===== config.mk =====
export PLATFORM = sky130hd
export DESIGN_NAME = lbp_core
export DESIGN_NICKNAME = d
export VERILOG_FILES = /design/src/pkg/lbp_pkg.sv /design/src/core/lbp_tick_div.sv /design/src/core/lbp_watchdog.sv /design/src/core/lbp_core.sv
export VERILOG_INCLUDE_DIRS = /design/src /design/src/pkg
export SDC_FILE = /design/constraint.sdc
export NUM_CORES = 1
export LEC_CHECK = 0
export ABC_AREA = 1
export CORE_MARGIN = 2
export CORE_UTILIZATION = 60
export CTS_BUF_LIST = sky130_fd_sc_hd__clkbuf_8
export CTS_CLUSTER_DIAMETER = 80
export DETAILED_ROUTE_END_ITERATION = 6
export DONT_BUFFER_PORTS = 1
export MAX_ROUTING_LAYER = met4
export PLACE_DENSITY = 0.77
export SYNTH_ARGS = -nofsm -noshare
export SYNTH_HDL_FRONTEND = slang
export SYNTH_SLANG_ARGS = --single-unit
export TNS_END_PERCENT = 10

===== constraint.sdc =====
create_clock -name clk_i -period 4.2 [get_ports clk_i]
set_clock_uncertainty 0.05 [all_clocks]
set_input_delay 0.84 -clock clk_i [delete_from_list [all_inputs] [get_ports clk_i]]
set_output_delay 0.84 -clock clk_i [all_outputs]
set_load 0.05 [all_outputs]

===== src/pkg/lbp_map.svh =====
// register offsets, field positions, reset values and timing counts of the breathing pwm core
`ifndef LBP_MAP_SVH
`define LBP_MAP_SVH

// ************************************************************
// register offsets (byte addresses on the bus)
// ************************************************************
`define LBP_OFF_CFG 8'h00
`define LBP_OFF_LIMITS 8'h04
`define LBP_OFF_DELAY 8'h08
`define LBP_OFF_STEP 8'h0C
`define LBP_OFF_INTERVAL 8'h10
`define LBP_OFF_STATUS 8'h18

// ************************************************************
// configuration field positions
// ************************************************************
`define LBP_CFG_CTRL_LSB 0
`define LBP_CFG_SRC_BIT 2
`define LBP_CFG_WIDTH_LSB 4
`define LBP_CFG_UPD_BIT 6
`define LBP_CFG_RST_BIT 7
`define LBP_CFG_WDT_LSB 8
`define LBP_CFG_ASYM_BIT 16

// ************************************************************
// reset values and writable masks
// ************************************************************
`define LBP_WDT_RELOAD_RST 8'h14
`define LBP_CFG_RST 32'h0000_1400
`define LBP_CFG_WMASK 32'h0001_FF77
`define LBP_LIMITS_WMASK 32'h0000_FFFF
`define LBP_DELAY_WMASK 32'h00FF_FFFF
`define LBP_FULL_WMASK 32'hFFFF_FFFF
`define LBP_DUTY_FULL 8'hFF

// ************************************************************
// timing: main clock and slow time-base rates
// ************************************************************
`define LBP_CLK_HZ 10000000
`define LBP_SLOW_HZ 32768
`define LBP_SLOW_DIV (`LBP_CLK_HZ / `LBP_SLOW_HZ)

`endif


===== src/pkg/lbp_pkg.sv =====
// types shared by the breathing pwm core files
package lbp_pkg;

	// ************************************************************
	// output mode field encoding
	// ************************************************************
	typedef enum logic [1:0] {
		LBP_CTRL_OFF = 2'b00,
		LBP_CTRL_BREATH = 2'b01,
		LBP_CTRL_BLINK = 2'b10,
		LBP_CTRL_ON = 2'b11
	} lbp_ctrl_t;

	// ************************************************************
	// breathing sequencer states
	// ************************************************************
	typedef enum logic [1:0] {
		LBP_ST_RISE = 2'b00,
		LBP_ST_HOLD_HI = 2'b01,
		LBP_ST_FALL = 2'b10,
		LBP_ST_HOLD_LO = 2'b11
	} lbp_breath_state_t;

endpackage : lbp_pkg


===== src/core/lbp_tick_div.sv =====
// divider making the slow time-base enable pulse from the main clock
`include "lbp_map.svh"

module lbp_tick_div #(
	parameter int unsigned DIV = `LBP_SLOW_DIV
) (
	input wire logic clk_i,
	input wire logic rst_i,
	output logic tick_o
);

	logic [15:0] cnt_reg; // cycles since last pulse
	logic [15:0] cnt_next;
	logic tick_reg; // one-cycle enable
	logic tick_next;

	// wrap at div-1 and pulse once per wrap
	always_comb begin
		tick_next = (cnt_reg == 16'(DIV - 1));
		cnt_next = tick_next ? 16'h0000 : cnt_reg + 16'h0001;
	end

	// registers only
	always_ff @(posedge clk_i) begin
		if (rst_i) begin
			cnt_reg <= 16'h0000;
			tick_reg <= 1'b0;
		end else begin
			cnt_reg <= cnt_next;
			tick_reg <= tick_next;
		end
	end

	assign tick_o = tick_reg;

endmodule : lbp_tick_div


===== src/core/lbp_watchdog.sv =====
// watchdog down counter that forces the output on when duty updates stop
`include "lbp_map.svh"

module lbp_watchdog (
	input wire logic clk_i,
	input wire logic rst_i,
	input wire logic enable_i,
	input wire logic reload_i,
	input wire logic [7:0] reload_value_i,
	input wire logic tick_i,
	output logic [7:0] count_o,
	output logic timeout_o
);

	logic [7:0] count_reg; // remaining 200 ms units
	logic [7:0] count_next;
	logic timeout_reg; // one-cycle timeout pulse
	logic timeout_next;

	// reload beats decrement; a missing tick simply holds the count
	always_comb begin
		count_next = count_reg;
		timeout_next = 1'b0;
		if (reload_i) begin
			count_next = reload_value_i;
		end else if (enable_i && tick_i && (count_reg != 8'h00)) begin
			count_next = count_reg - 8'h01;
			timeout_next = (count_reg == 8'h01);
		end
	end

	// registers only; reset loads the documented reload default
	always_ff @(posedge clk_i) begin
		if (rst_i) begin
			count_reg <= `LBP_WDT_RELOAD_RST;
			timeout_reg <= 1'b0;
		end else begin
			count_reg <= count_next;
			timeout_reg <= timeout_next;
		end
	end

	assign count_o = count_reg;
	assign timeout_o = timeout_reg;

endmodule : lbp_watchdog


===== src/core/lbp_core.sv =====
// breathing / blinking pwm core with wishbone register slave and watchdog
// ************************************************************
// ************************************************************
`include "lbp_map.svh"

module lbp_core #(
	parameter int unsigned SLOW_DIV = `LBP_SLOW_DIV
) (
	input wire logic clk_i,
	input wire logic rst_i,
	input wire logic wb_cyc_i,
	input wire logic wb_stb_i,
	input wire logic wb_we_i,
	input wire logic [7:0] wb_adr_i,
	input wire logic [3:0] wb_sel_i,
	input wire logic [31:0] wb_dat_i,
	output logic [31:0] wb_dat_o,
	output logic wb_ack_o,
	input wire logic tick_5hz_i,
	output logic led_o,
	output logic wdt_event_o
);

	// ************************************************************
	// helper functions
	// ************************************************************

	// byte-lane merge of a write into a register, reserved bits kept zero
	function automatic logic [31:0] lbp_merge(input logic [31:0] old_val,
		input logic [31:0] wdata, input logic [3:0] sel, input logic [31:0] mask);
		logic [31:0] res;
		res = old_val;
		for (int b = 0; b < 4; b++) begin
			if (sel[b]) begin
				res[b*8 +: 8] = wdata[b*8 +: 8];
			end
		end
		return res & mask;
	endfunction : lbp_merge

	// pick the 4-bit segment field for a segment index
	function automatic logic [3:0] lbp_nibble(input logic [31:0] word, input logic [2:0] idx);
		return word[{idx, 2'b00} +: 4];
	endfunction : lbp_nibble

	// top count of the breathing counter for a width selection
	function automatic logic [7:0] lbp_top(input logic [1:0] width);
		case (width)
			2'b01: return 8'h7F; // 7-bit
			2'b10: return 8'h3F; // 6-bit
			default: return 8'hFF; // 8-bit, reserved code treated the same
		endcase
	endfunction : lbp_top

	// ************************************************************
	// declarations
	// ************************************************************
	logic ack_reg; // bus answer
	logic ack_next;
	logic [31:0] rdata_reg; // read data stands with ack
	logic [31:0] rdata_next;
	logic [31:0] cfg_reg; // configuration register
	logic [31:0] cfg_next;
	logic [31:0] limits_reg; // ceiling and floor
	logic [31:0] limits_next;
	logic [31:0] delay_reg; // high hold and low delay
	logic [31:0] delay_next;
	logic [31:0] step_reg; // eight step sizes
	logic [31:0] step_next;
	logic [31:0] interval_reg; // eight update intervals
	logic [31:0] interval_next;
	logic [7:0] pwm_cnt_reg; // pwm cycle counter
	logic [7:0] pwm_cnt_next;
	logic [11:0] delay_cnt_reg; // prescaler, or hold counter while breathing
	logic [11:0] delay_cnt_next;
	logic [3:0] seg_cnt_reg; // periods since last duty update
	logic [3:0] seg_cnt_next;
	logic [7:0] duty_reg; // working duty while breathing
	logic [7:0] duty_next;
	lbp_pkg::lbp_breath_state_t bstate_reg;
	lbp_pkg::lbp_breath_state_t bstate_next;
	logic led_reg; // pin driver
	logic led_next;

	logic req; // bus request pending
	logic wr_commit; // write takes effect at this edge
	logic sel_cfg, sel_limits, sel_delay, sel_step, sel_interval, sel_status;
	logic soft_reset; // self-clearing reset bit written as one
	logic period_end; // breathing counter wraps this tick
	logic slow_tick; // slow time-base enable
	logic base_tick; // blink prescaler input enable
	logic gp_mode; // blinking on the main clock
	logic wdt_reload;
	logic wdt_timeout;
	logic [7:0] wdt_count;
	lbp_pkg::lbp_ctrl_t ctrl;
	logic [7:0] floor_val, ceil_val, top_val;
	logic [11:0] low_delay_count, high_hold_time;
	logic [2:0] seg_idx;
	logic [3:0] seg_step, seg_interval;
	logic [8:0] duty_up;
	logic [8:0] duty_dn;

	// ************************************************************
	// field views and address decode
	// ************************************************************
	assign ctrl = lbp_pkg::lbp_ctrl_t'(cfg_reg[`LBP_CFG_CTRL_LSB +: 2]);
	assign floor_val = limits_reg[7:0];
	assign ceil_val = limits_reg[15:8];
	assign low_delay_count = delay_reg[11:0];
	assign high_hold_time = delay_reg[23:12];
	assign top_val = lbp_top(cfg_reg[`LBP_CFG_WIDTH_LSB +: 2]);
	assign gp_mode = (ctrl == lbp_pkg::LBP_CTRL_BLINK) && cfg_reg[`LBP_CFG_SRC_BIT];
	assign req = wb_cyc_i && wb_stb_i;
	assign wr_commit = req && wb_we_i && ack_reg;
	assign sel_cfg = ({wb_adr_i[7:2], 2'b00} == `LBP_OFF_CFG);
	assign sel_limits = ({wb_adr_i[7:2], 2'b00} == `LBP_OFF_LIMITS);
	assign sel_delay = ({wb_adr_i[7:2], 2'b00} == `LBP_OFF_DELAY);
	assign sel_step = ({wb_adr_i[7:2], 2'b00} == `LBP_OFF_STEP);
	assign sel_interval = ({wb_adr_i[7:2], 2'b00} == `LBP_OFF_INTERVAL);
	assign sel_status = ({wb_adr_i[7:2], 2'b00} == `LBP_OFF_STATUS);
	assign soft_reset = wr_commit && sel_cfg && wb_sel_i[0] && wb_dat_i[`LBP_CFG_RST_BIT];
	// reload on any config write, or on a write that touches the floor byte
	assign wdt_reload = wr_commit && (sel_cfg || (sel_limits && wb_sel_i[0]));

	// ************************************************************
	// submodules
	// ************************************************************

	// slow time base, stands in for the 32.768 kHz clock
	lbp_tick_div #(
		.DIV(SLOW_DIV)
	) u_slow_div (
		.clk_i(clk_i),
		.rst_i(rst_i),
		.tick_o(slow_tick)
	);

	// watchdog; reload value is the field as it stands after the write
	lbp_watchdog u_wdt (
		.clk_i(clk_i),
		.rst_i(rst_i),
		.enable_i(gp_mode),
		.reload_i(wdt_reload),
		.reload_value_i(cfg_next[`LBP_CFG_WDT_LSB +: 8]),
		.tick_i(tick_5hz_i),
		.count_o(wdt_count),
		.timeout_o(wdt_timeout)
	);

	// ************************************************************
	// wishbone slave: one wait state, ack for one cycle
	// ************************************************************

	// unmapped offsets still answer, read as zero and drop writes
	always_comb begin
		ack_next = req && !ack_reg;
		rdata_next = rdata_reg;
		if (req && !ack_reg) begin
			rdata_next = 32'h0000_0000;
			if (sel_cfg) begin
				rdata_next = cfg_reg; // reset bit is never stored, reads zero
			end else if (sel_limits) begin
				rdata_next = limits_reg;
			end else if (sel_delay) begin
				rdata_next = delay_reg;
			end else if (sel_step) begin
				rdata_next = step_reg;
			end else if (sel_interval) begin
				rdata_next = interval_reg;
			end else if (sel_status) begin
				rdata_next = {6'h00, bstate_reg, wdt_count, pwm_cnt_reg, duty_reg};
			end
		end
	end

	// bus registers only
	always_ff @(posedge clk_i) begin
		if (rst_i) begin
			ack_reg <= 1'b0;
			rdata_reg <= 32'h0000_0000;
		end else begin
			ack_reg <= ack_next;
			rdata_reg <= rdata_next;
		end
	end

	// ************************************************************
	// software registers
	// ************************************************************

	// writes land at the ack edge; hardware set of the mode wins over software
	always_comb begin
		cfg_next = cfg_reg;
		limits_next = limits_reg;
		delay_next = delay_reg;
		step_next = step_reg;
		interval_next = interval_reg;
		if (wr_commit) begin
			if (sel_cfg) begin
				cfg_next = lbp_merge(cfg_reg, wb_dat_i, wb_sel_i, `LBP_CFG_WMASK);
				// update flag is write-one-to-set only
				cfg_next[`LBP_CFG_UPD_BIT] = cfg_reg[`LBP_CFG_UPD_BIT] ||
					(wb_sel_i[0] && wb_dat_i[`LBP_CFG_UPD_BIT]);
			end
			if (sel_limits) begin
				limits_next = lbp_merge(limits_reg, wb_dat_i, wb_sel_i, `LBP_LIMITS_WMASK);
			end
			if (sel_delay) begin
				delay_next = lbp_merge(delay_reg, wb_dat_i, wb_sel_i, `LBP_DELAY_WMASK);
			end
			if (sel_step) begin
				step_next = lbp_merge(step_reg, wb_dat_i, wb_sel_i, `LBP_FULL_WMASK);
			end
			if (sel_interval) begin
				interval_next = lbp_merge(interval_reg, wb_dat_i, wb_sel_i, `LBP_FULL_WMASK);
			end
		end
		// period end counts as the operating copy, so the flag drops unless set now
		if (period_end && !(wr_commit && sel_cfg && wb_sel_i[0] && wb_dat_i[`LBP_CFG_UPD_BIT])) begin
			cfg_next[`LBP_CFG_UPD_BIT] = 1'b0;
		end
		if (soft_reset) begin
			cfg_next = `LBP_CFG_RST;
			limits_next = 32'h0000_0000;
			delay_next = 32'h0000_0000;
			step_next = 32'h0000_0000;
			interval_next = 32'h0000_0000;
		end
		if (wdt_timeout) begin
			cfg_next[`LBP_CFG_CTRL_LSB +: 2] = lbp_pkg::LBP_CTRL_ON;
		end
	end

	// register file flops only
	always_ff @(posedge clk_i) begin
		if (rst_i) begin
			cfg_reg <= `LBP_CFG_RST;
			limits_reg <= 32'h0000_0000;
			delay_reg <= 32'h0000_0000;
			step_reg <= 32'h0000_0000;
			interval_reg <= 32'h0000_0000;
		end else begin
			cfg_reg <= cfg_next;
			limits_reg <= limits_next;
			delay_reg <= delay_next;
			step_reg <= step_next;
			interval_reg <= interval_next;
		end
	end

	// ************************************************************
	// pwm engine: counters, breathing sequencer, output
	// ************************************************************

	// falling ramps index the upper four segments in asymmetric mode
	assign seg_idx = cfg_reg[`LBP_CFG_ASYM_BIT] ?
		{(bstate_reg == lbp_pkg::LBP_ST_FALL), duty_reg[7:6]} :
		duty_reg[7:5];
	assign seg_step = lbp_nibble(step_reg, seg_idx);
	assign seg_interval = lbp_nibble(interval_reg, seg_idx);
	assign duty_up = {1'b0, duty_reg} + {5'h00, seg_step};
	assign duty_dn = {1'b0, duty_reg} - {5'h00, seg_step};
	assign period_end = (ctrl == lbp_pkg::LBP_CTRL_BREATH) && slow_tick && (pwm_cnt_reg == top_val);
	// blink prescaler input: every cycle on the main clock, else the slow tick
	assign base_tick = cfg_reg[`LBP_CFG_SRC_BIT] ? 1'b1 : slow_tick;

	// next state of counters, duty, sequencer and output
	always_comb begin
		pwm_cnt_next = pwm_cnt_reg;
		delay_cnt_next = delay_cnt_reg;
		seg_cnt_next = seg_cnt_reg;
		duty_next = duty_reg;
		bstate_next = bstate_reg;
		led_next = 1'b0;
		case (ctrl)
			lbp_pkg::LBP_CTRL_OFF: begin
				pwm_cnt_next = 8'h00;
				delay_cnt_next = 12'h000;
				seg_cnt_next = 4'h0;
				duty_next = 8'h00;
				bstate_next = lbp_pkg::LBP_ST_RISE;
				led_next = 1'b0;
			end
			lbp_pkg::LBP_CTRL_BREATH: begin
				if (slow_tick) begin
					// wrap at the width-selected top
					pwm_cnt_next = period_end ? 8'h00 : pwm_cnt_reg + 8'h01;
				end
				if (period_end) begin
					case (bstate_reg)
						lbp_pkg::LBP_ST_RISE: begin
							if (seg_cnt_reg < seg_interval) begin
								seg_cnt_next = seg_cnt_reg + 4'h1;
							end else begin
								seg_cnt_next = 4'h0;
								if (duty_up >= {1'b0, ceil_val}) begin
									duty_next = ceil_val;
									delay_cnt_next = high_hold_time;
									bstate_next = lbp_pkg::LBP_ST_HOLD_HI;
								end else begin
									duty_next = duty_up[7:0];
								end
							end
						end
						lbp_pkg::LBP_ST_HOLD_HI: begin
							if (delay_cnt_reg == 12'h000) begin
								bstate_next = lbp_pkg::LBP_ST_FALL;
							end else begin
								delay_cnt_next = delay_cnt_reg - 12'h001;
							end
						end
						lbp_pkg::LBP_ST_FALL: begin
							if (seg_cnt_reg < seg_interval) begin
								seg_cnt_next = seg_cnt_reg + 4'h1;
							end else begin
								seg_cnt_next = 4'h0;
								// borrow means the step passed zero, so below the floor too
								if (duty_dn[8] || (duty_dn[7:0] <= floor_val)) begin
									duty_next = floor_val;
									delay_cnt_next = low_delay_count;
									bstate_next = lbp_pkg::LBP_ST_HOLD_LO;
								end else begin
									duty_next = duty_dn[7:0];
								end
							end
						end
						lbp_pkg::LBP_ST_HOLD_LO: begin
							if (delay_cnt_reg == 12'h000) begin
								bstate_next = lbp_pkg::LBP_ST_RISE;
							end else begin
								delay_cnt_next = delay_cnt_reg - 12'h001;
							end
						end
						default: begin
							bstate_next = lbp_pkg::LBP_ST_RISE;
						end
					endcase
				end
				led_next = (pwm_cnt_reg < duty_reg);
			end
			lbp_pkg::LBP_CTRL_BLINK: begin
				// only low delay, floor and config steer this path
				if (base_tick) begin
					if (delay_cnt_reg == 12'h000) begin
						// zero reload gives one count per input tick
						delay_cnt_next = low_delay_count;
						pwm_cnt_next = pwm_cnt_reg + 8'h01;
					end else begin
						delay_cnt_next = delay_cnt_reg - 12'h001;
					end
				end
				// full-scale duty keeps the pin on through count FFh
				led_next = (floor_val == `LBP_DUTY_FULL) || (pwm_cnt_reg < floor_val);
			end
			lbp_pkg::LBP_CTRL_ON: begin
				led_next = 1'b1;
			end
			default: begin
				led_next = 1'b0;
			end
		endcase
		if (soft_reset) begin
			pwm_cnt_next = 8'h00;
			delay_cnt_next = 12'h000;
			seg_cnt_next = 4'h0;
			duty_next = 8'h00;
			bstate_next = lbp_pkg::LBP_ST_RISE;
		end
	end

	// engine flops only
	always_ff @(posedge clk_i) begin
		if (rst_i) begin
			pwm_cnt_reg <= 8'h00;
			delay_cnt_reg <= 12'h000;
			seg_cnt_reg <= 4'h0;
			duty_reg <= 8'h00;
			bstate_reg <= lbp_pkg::LBP_ST_RISE;
			led_reg <= 1'b0;
		end else begin
			pwm_cnt_reg <= pwm_cnt_next;
			delay_cnt_reg <= delay_cnt_next;
			seg_cnt_reg <= seg_cnt_next;
			duty_reg <= duty_next;
			bstate_reg <= bstate_next;
			led_reg <= led_next;
		end
	end

	// ************************************************************
	// outputs, all from flops
	// ************************************************************
	assign wb_ack_o = ack_reg;
	assign wb_dat_o = rdata_reg;
	assign led_o = led_reg;
	assign wdt_event_o = wdt_timeout;

endmodule : lbp_core


==> out/metrics.yaml, run 1 <==
max_freq_mhz: 239
port_buffers: 0
clockBufferDepth: 3
p_leak_nw: 5.73
critPathMaxStageDelay_ns: 0.36
final_cells: 2187
clkSlewWorstSetupHoldPaths_ns: 0.06
fillers: 1710
synthArstFlopShare_pct: 0
rsz0062_at_grt: "yes"
area_delta_synth_final_pct: 15.7
dpl_cell_area_mm2: 0.0131
fp.dieH_um: 148
syn_inst: 1831
grt_antenna_before_repair: 0
startpoint_type: "flip-flop"
place.gp.congestion: 1.04
synth.net_count: 1942
whs_ns: 0.315
ys_types: 51
cts_buffers: 38
grt.total_usage_pct: 38.1
hp-class: "primary input to flip-flop"
yosysWarnings: 0
status: "finished clean"
synth-xor-area-share_pct: 1.62
cp_max_fo: 7
cts-root-buf: "clkbuf_8"
start_util_pct: 61.4
seq_area_mm2: 0.00427
die-area_mm2: 0.0219
place_hpwl_um: 30800
synthMuxAreaShare_pct: 0.241
reg2regPathDepth: 32
postLayoutCellArea_mm2: 0.0144
yosys.area_share.adder_pct: 6.24
grt_max_degree: 63
min_period_ns: 4.18
synth_top_area_share_pct: 34.2
dp.cells: 2106
drv_cap: 0
vdd_drop_max_v: 0.000250
arrival_ns: 4.61
num_vias: 13500
final_util_pct: 71.1
critPathSlowestCell: "dfxtp_4"
detail_route.vias_per_cell: 6.16
critPathCaptureType: "flip-flop"
rows: 52
ant_nets: 0
hold_depth: 1
setup-violations-final: 0
synth_edf_count: 0
cts_sinks: 213
synth_top_area_cell: "dfxtp_1"
cts_tree: "yes"
layout-drive-gt1-share_pct: 14.7
detail_route.first_pass.iterations: 6
power_density_mw_per_mm2: 292
ys.flop_type: "dfxtp_1"
slew_headroom_pct: 47.7
cts_hold_buffers: 0
synth.top_cells.by_area: "dfxtp_1, nand2_1, a21oi_1, nand3_1, ha_1"
clock_latency_ns: 0.54
path_class: "flip-flop to flip-flop"
overflow: 0
synth_top_family_by_area: "simple AND/OR/NAND/NOR gates"
drt_wl_total_um: 42100
dieWidth_um: 148
fin_nets: 2002
synth.yosys.seq_area_share_pct: 34.2
timing.critical_path.mode_cell: "nand2_1"
ioPinCount: 85
ctsHtreeMaxLevel: 2
grt_pass1_vias: 12300
multi_input_area_mm2: 0.00740
syn-cell-area_mm2: 0.0125
yosys.area_share.simple_pct: 28.4
synth_compound_area_share_pct: 19.6
cp_data_required_time_ns: 4.63
synth.avg_cell_area_um2: 6.81
tightest_slew_ns: 0.784
hold_violations: 0
first_iter_violations: 1707
grt_pass1_wl_um: 64600
drv_slew: 0
synth-seq-cells: 213
drc: 0
n_antenna_cell: 0
post-route-period-util_pct: 99.5
wire_per_inst_um: 19.3
coreArea_mm2: 0.0203
==> what timing repair did <==
action                                  in CTS  in global routing
endpoints found under the setup margin      22                 22
pin swaps                                   10                 44
cloned                                       2                  0
setup buffers                                4                 10
resized for setup                           43                 70
==> report_power, final <==
group,total [mW],leakage (nW),internal (mW),switching (mW)
clock network,2.05,0.449,1.16,0.895
logic,0.0879,3.57,0.0199,0.0680
registers,2.07,1.72,2.03,0.0403
==> metrics by stage <==
stage / setup WS [ns] / power (mW) / TNS, ns
after floorplan: 0.0695 / 2.19 / 0
after global placement: -0.319 / 2.20 / -4.90
after detailed placement: -0.435 / 2.20 / -6.66
after CTS: 0.0000515 / 4.22 / 0
after global routing: -0.145 / 4.32 / -2.36
final: 0.0196 / 4.21 / 0
==> worst paths after layout <==
kind	from	to	slack (ns)
worst max-delay path	cfg_reg[16]	delay_cnt_reg[11]	0.02
worst min-delay path	rst_i	u_slow_div.tick_o	0.31
worst max register to register	cfg_reg[16]	delay_cnt_reg[11]	0.02
worst min register to register	interval_reg[8]	interval_reg[8]	0.41
==> cell usage in the layout (no fill, tap or decap), types with 4 or more instances in the layout <==
| cell type | instances |
|---|---|
| o22ai_1 | 18 |
| ha_1 | 51 |
| buf_6 | 11 |
| o211ai_1 | 36 |
| nor2_1 | 106 |
| dfxtp_1 | 211 |
| inv_2 | 16 |
| inv_4 | 4 |
| a211oi_1 | 6 |
| nand4_1 | 39 |
| nor2_4 | 4 |
| nand3_1 | 158 |
| nand2_1 | 414 |
| o21ai_1 | 7 |
| o221ai_1 | 9 |
| o21ai_4 | 5 |
| xor2_2 | 4 |
| ha_4 | 8 |
| nor2_2 | 8 |
| xor2_1 | 16 |
| nand2_4 | 5 |
| a221oi_1 | 4 |
| a31oi_1 | 4 |
| clkbuf_8 | 48 |
| nor3b_1 | 6 |
| nor3_1 | 18 |
| buf_4 | 93 |
| nand3_2 | 11 |
| nand2_2 | 23 |
| nor3_2 | 4 |
| a21oi_1 | 239 |
| a21oi_2 | 5 |
| o21ai_0 | 87 |
| inv_1 | 183 |
==> critical path, delay by kind of cell (launching register included) <==
kind | cells | cell delay (ns)
adder cells (fa/ha/maj) | 2 | 0.57
AND/OR/NAND/NOR | 16 | 1.56
AO/OA/AOI/OAI | 4 | 0.46
buffers and inverters | 10 | 1.11
flip-flops | 1 | 0.36
==> cells by family after synthesis <==
family                   after synthesis
AO/OA/AOI/OAI                        437
XOR/XNOR                              23
adder cells (fa/ha/maj)               61
buffers and inverters                284
flip-flops                           213
multiplexers                           3
AND/OR/NAND/NOR                      810
==> synthesized netlist by cell type, drive strengths merged (2+ instances only) <==
| cell | number |
|---|---|
| a211oi | 6 |
| a21oi | 246 |
| a221oi | 5 |
| a31o | 2 |
| a31oi | 4 |
| a32o | 3 |
| and3 | 2 |
| buf | 45 |
| clkbuf | 43 |
| clkinv | 2 |
| dfxtp | 213 |
| fa | 2 |
| ha | 59 |
| inv | 194 |
| mux2i | 3 |
| nand2 | 442 |
| nand3 | 171 |
| nand4 | 40 |
| nor2 | 118 |
| nor3 | 22 |
| nor3b | 7 |
| nor4 | 3 |
| o211ai | 36 |
| o21a | 2 |
| o21ai | 102 |
| o221ai | 9 |
| o22ai | 18 |
| or2 | 5 |
| xnor2 | 3 |
| xor2 | 20 |
==> cell type report <==
class	instances	area share, %
clock inverters	18	0.971
flip-flops and latches	213	29.6
inverters	196	5.17
well taps	270	2.34
multi-input cells	1335	51.3
clock buffers	48	4.58
repair buffers	107	6.08
==> layer usage <==
layer / global-route usage, % / vias to the layer above / wire length [um]
met5: - / - / 0
li1: - / 6292 / -
met3: 6.93 / 165 / 4630
met1: 47.4 / 6199 / 16100
met4: 18.1 / 0 / 2280
met2: 60.2 / 821 / 19100
No activity file was read; power rests on OpenSTA's default activity.
==> inputs of run 2 (changes only) <==
- CORE_UTILIZATION: 60 -> 58
- CTS_BUF_LIST: sky130_fd_sc_hd__clkbuf_8 -> default
- PLACE_DENSITY: 0.77 -> 0.74
- clock period: 4.2 -> 3.6 ns (I/O delays scaled with it)
==> run 2 against run 1 <==
The run now ends with negative setup slack left. Highest routed layer unchanged. Setup slack worse by 0.58 ns. Sequential power is 17% higher. Flip-flop and latch count stayed put. Critical endpoint is now delay_cnt_reg[5]. Largest cell class unchanged. Critical path type unchanged.
==> out/metrics.yaml, run 2 (synthesized netlist as in run 1, its figures left out) <==
grt_pass1_vias: 12300  # +0.13%
overflow: 0  # unchanged
critPathMaxStageDelay_ns: 0.36  # about the same
coreArea_mm2: 0.0211  # +3.9%
final_cells: 2207  # +0.91%
tightest_slew_ns: 0.805  # +0.0210 ns
p_clk_share_pct: 48.4  # -0.3 points
seq_power_share_pct: 49.5  # +0.3 points
ctsHtreeMaxLevel: 1  # -1
cp_max_fo: 8  # +1
max_freq_mhz: 241  # +0.59%
grt_pass1_wl_um: 66900  # +3.5%
drv_cap: 0  # unchanged
drt_wl_total_um: 44100  # +4.7%
hp-class: "primary input to flip-flop"
min_from: "rst_i"
dieWidth_um: 151  # +1.7%
critPathSlowestCell: "fa_2"
cts_buffers: 23  # -39%
p_leak_nw: 5.88  # +2.6%
grt_antenna_before_repair: 0  # unchanged
postLayoutCellArea_mm2: 0.0148  # +2.5%
cts_tree: "yes"
post-route-period-util_pct: 115  # +16 points
cts_sinks: 213  # unchanged
reg2regPathDepth: 31  # -3.1%
whs_ns: 0.221  # -0.0941 ns
area_delta_synth_final_pct: 18.6
path_class: "flip-flop to flip-flop"
cts_hold_buffers: 0  # unchanged
wire_per_inst_um: 20.0  # +3.8%
slew_headroom_pct: 46.3  # -1.4 points
fillers: 1829  # +7.0%
status: "complete, but fails checks"
final_util_pct: 70.1  # -0.94 points
cp_data_required_time_ns: 3.97  # -0.66 ns
port_buffers: 0  # unchanged
critPathCaptureType: "flip-flop"
vdd_drop_max_v: 0.000391  # +56%
place.gp.congestion: 1.04  # +0.54%
die-area_mm2: 0.0227  # +3.4%
comb_power_share_pct: 2.1  # about the same
power_mw: 4.88  # +16%
dpl_cell_area_mm2: 0.0133  # +1.8%
min_period_ns: 4.16  # -0.0246 ns
setup-violations-final: 22  # +22
start_util_pct: 59.1  # -2.3 points
clockBufferDepth: 3  # unchanged
first_iter_violations: 1354  # -21%
switchingPower_mw: 1.12  # +11%
hold_depth: 1  # unchanged
detail_route.first_pass.iterations: 7  # +1
drv_slew: 0  # unchanged
rsz0062_at_grt: "yes"
fin_nets: 2027  # +1.2%
startpoint_type: "flip-flop"
ant_nets: 0  # unchanged
detail_route.vias_per_cell: 6.11  # -0.80%
dp.cells: 2131  # +1.2%
n_antenna_cell: 0  # unchanged
drc: 0  # unchanged
power_density_mw_per_mm2: 330  # +13%
grt.total_usage_pct: 39.2  # +1.1 points
layout_common_cells: "nand2_1, a21oi_1, dfxtp_1"
clock_latency_ns: 0.53  # about the same
regToRegSetupSlack_ns: -0.56  # -0.58 ns
layout_commonest_cell: "nand2_1"
timing.critical_path.mode_cell: "nand2_2"
fp.dieH_um: 151  # +1.7%
r2r_start: "cfg_reg[16]"
clkSlewWorstSetupHoldPaths_ns: 0.06  # about the same
hold_violations: 0  # unchanged
layout-drive-gt1-share_pct: 16.3  # +1.6 points
rows: 53  # +1.9%
intPower_mw: 3.77  # +17%
arrival_ns: 4.53  # -0.08 ns
cts-root-buf: "clkbuf_16"
reg2reg_to: "delay_cnt_reg[5]"
ioPinCount: 85  # unchanged
grt_max_degree: 91  # +44%
fin_ws_ns: -0.556  # -0.575 ns
place_hpwl_um: 31900  # +3.8%
num_vias: 13500  # +0.11%
hold_path_end: "wb_dat_o[12]"
violations: "negative setup slack"
swShare_pct: 22.8  # -1.0 points
-- run 2: per-stage QoR --
stage          setup TNS, ns  worst slack (ns)
3_3_place_gp          -11.25            -0.540
5_1_grt               -15.42            -0.758
3_5_place_dp          -12.78            -0.607
6_report              -11.11            -0.556
4_1_cts                -8.46            -0.415
2_1_floorplan          -3.78            -0.219
-- run 2: final cells by class --
type	instances	area, um^2	area share [%]
clock buffers	36	684	4.63
inverters	196	748	5.06
repair buffers	148	1290	8.70
multi-input cells	1334	7400	50.0
clock inverters	5	58.8	0.398
well taps	275	344	2.33
flip-flops and latches	213	4270	28.9
-- run 2: worst max-delay path, delay by kind of cell (launching register included) --
family                   cells  cell delay (ns)
buffers and inverters        9             0.84
AND/OR/NAND/NOR             15             1.34
flip-flops                   1             0.35
adder cells (fa/ha/maj)      3             0.75
AO/OA/AOI/OAI                4             0.68
-- run 2: what timing repair did --
action / 4_1_cts / 5_1_grt
endpoints found under the setup margin: 22 / 22
buffers inserted: 26 / 6
pin swaps: 33 / 28
gates resized for setup: 73 / 36
cloned: 3 / 0
-- run 2: power groups by stage --
stage          registers, mW  clock network, mW  logic [mW]
2_1_floorplan           2.47                  0      0.0897
3_3_place_gp            2.47                  0      0.0992
3_5_place_dp            2.47                  0       0.102
4_1_cts                 2.42               2.37       0.102
5_1_grt                 2.42               2.47       0.114
6_report                2.42               2.36       0.105
-- run 2: layer usage --
layer / vias up / part of all wire (%) / GRT usage [%] / wire (um)
met4: 0 / 5.6 / 19.3 / 2480
li1: 6325 / - / - / -
met2: 744 / 46 / 62.0 / 20200
met5: - / 0 / - / 0
met3: 180 / 9.3 / 6.79 / 4110
met1: 6243 / 39 / 48.4 / 17300
-- run 2: how the worst max path moves through the flow --
stage	from	end	cells after the start
after global placement	cfg_reg[16]	delay_cnt_reg[10]	30
after floorplan	duty_reg[6]	delay_cnt_reg[8]	27
final	cfg_reg[16]	delay_cnt_reg[5]	31
after detailed placement	cfg_reg[16]	duty_reg[6]	30
after CTS	cfg_reg[16]	duty_reg[4]	28
after global routing	cfg_reg[16]	delay_cnt_reg[2]	33
==> inputs of run 3 (changes only) <==
- CELL_PAD_IN_SITES_DETAIL_PLACEMENT: default -> 0
- CELL_PAD_IN_SITES_GLOBAL_PLACEMENT: default -> 1
- CORE_UTILIZATION: 58 -> 42
- PLACE_DENSITY: 0.74 -> 0.75
==> run 3 against run 2 <==
Cell count up 5.3%. Largest power group is now the clock network. Combinational power about the same. Non-clock buffer count down 6. Hold slack worse by 0.018 ns. Die area up 37%. Sequential power about the same. Setup slack better by 0.019 ns. Sequential share of layout area down 0.41 points. Cell area up 1.5%. The flow still finishes with violations (negative setup slack). Register-to-register slack better by 0.02 ns. Global-route usage down 8.0 points. Power up 15%.
==> out/metrics.yaml, run 3 (synthesized netlist as in run 1, its figures left out) <==
status: "complete, but fails checks"
violations: "negative setup slack"
coreArea_mm2: 0.0294  # +39%
layout-drive-gt1-share_pct: 15.6  # -0.68 points
grt_antenna_before_repair: 0  # unchanged
ioPinCount: 85  # unchanged
cts-root-buf: "clkbuf_16"
port_buffers: 0  # unchanged
wire_per_inst_um: 20.5  # +2.6%
reg2regPathDepth: 30  # -3.2%
critPathMaxStageDelay_ns: 0.39  # +0.03 ns
area_delta_synth_final_pct: 20.4
critPathCaptureType: "flip-flop"
grt_pass1_wl_um: 72500  # +8.3%
clockBufferDepth: 3  # unchanged
arrival_ns: 4.52  # about the same
die-area_mm2: 0.0311  # +37%
grt_max_degree: 92  # +1.1%
cts_sinks: 213  # unchanged
n_antenna_cell: 0  # unchanged
first_iter_violations: 1187  # -12%
ctsHtreeMaxLevel: 1  # unchanged
overflow: 0  # unchanged
start_util_pct: 42.4  # -17 points
startpoint_type: "flip-flop"
clock_latency_ns: 0.54  # about the same
hp-class: "primary input to flip-flop"
drt_wl_total_um: 47600  # +7.9%
r2r_start: "cfg_reg[16]"
crit_buf_inv: 7  # -2
hold_violations: 0  # unchanged
setup-violations-final: 22  # unchanged
p_leak_nw: 5.95  # +1.1%
post-route-period-util_pct: 115  # -0.53 points
drv_cap: 0  # unchanged
layout_commonest_cell: "nand2_1"
drc: 0  # unchanged
timing.setup.tns_ns: -9.91  # +1.20 ns
rows: 63  # +19%
fin_nets: 2024  # -0.15%
cts_hold_buffers: 0  # unchanged
detail_route.vias_per_cell: 5.61  # -8.3%
min_from: "rst_i"
clkSlewWorstSetupHoldPaths_ns: 0.06  # about the same
num_vias: 13000  # -3.5%
slew_headroom_pct: 47.0  # +0.74 points
critPathSlowestCell: "dfxtp_4"
vdd_drop_max_v: 0.000343  # -12%
power_density_mw_per_mm2: 373  # +13%
place_hpwl_um: 35300  # +11%
detail_route.first_pass.iterations: 5  # -2
regToRegSetupSlack_ns: -0.54  # +0.02 ns
place.gp.congestion: 0.934  # -10%
dieWidth_um: 176  # +17%
cts_tree: "yes"
grt_pass1_vias: 12300  # -0.25%
cp_max_fo: 7  # -1
fillers: 2960  # +62%
hold_path_end: "u_slow_div.tick_o"
timing.critical_path.mode_cell: "nand2_2"
fp.dieH_um: 176  # +17%
cp_data_required_time_ns: 3.98  # about the same
cts_buffers: 26  # +13%
grt.total_usage_pct: 31.2  # -8.0 points
fin_ws_ns: -0.537  # +0.0189 ns
cp_top_family: "simple AND/OR/NAND/NOR gates"
dp_slack_ns: -0.730  # -0.123 ns
drv_slew: 0  # unchanged
max_freq_mhz: 242  # +0.46%
rsz0062_at_grt: "yes"
min_period_ns: 4.14  # -0.0189 ns
layout_common_cells: "nand2_1, a21oi_1, dfxtp_1"
tightest_slew_ns: 0.794  # -0.0111 ns
hold_depth: 1  # unchanged
reg2reg_to: "delay_cnt_reg[9]"
path_class: "flip-flop to flip-flop"
ant_nets: 0  # unchanged
[run 3: through the flow]
step	std cells	util (%)	power, mW	hold WS, ns	instance area [um^2]
finish	2323	51.1	5.60	0.203	15000
CTS	2312	49.9	5.64	0.182	14700
detailed placement	2252	45.8	2.58	0.399	13500
global route	2323	51.1	5.74	0.186	15000
floorplan	1831	-	2.56	0.380	12600
global placement	2252	45.8	2.58	0.400	13500
[run 3: worst max path at each step]
stage | start | end | slack (ns) | depth (start not counted)
detailed placement | cfg_reg[16] | delay_cnt_reg[10] | -0.73 | 30
finish | cfg_reg[16] | delay_cnt_reg[9] | -0.54 | 30
global placement | cfg_reg[16] | delay_cnt_reg[5] | -0.66 | 28
CTS | cfg_reg[16] | delay_cnt_reg[9] | -0.45 | 30
floorplan | duty_reg[6] | delay_cnt_reg[8] | -0.22 | 27
global route | cfg_reg[16] | delay_cnt_reg[8] | -0.76 | 32
[run 3: metal layers]
layer | wire length (um) | global-route usage, % | vias to the layer above
met5 | 0 | - | -
li1 | - | - | 6331
met1 | 20200 | 39.9 | 6108
met2 | 22100 | 50.4 | 483
met4 | 1830 | 11.0 | 0
met3 | 3500 | 4.52 | 99
[run 3: power breakdown]
part	leakage, nW	internal, mW	switching [mW]
sequential	1.72	2.37	0.0475
combinational	3.73	0.0249	0.0831
clock	0.494	1.97	1.11
[run 3: cell type report]
cell class	instances	area, um^2	area share (%)
flip-flops and latches	213	4270	28.5
repair buffers	142	1190	7.95
clock buffers	34	752	5.01
inverters	196	751	5.00
multi-input cells	1334	7310	48.7
well taps	390	488	3.25
clock inverters	14	248	1.65
[run 3: timing repair]
action                     CTS  global route
hold endpoints to repair     0             0
gates cloned                 1             2
pin swaps                    3            23
resized for setup           31            55
buffers inserted            11             9
setup endpoints to repair   22            22
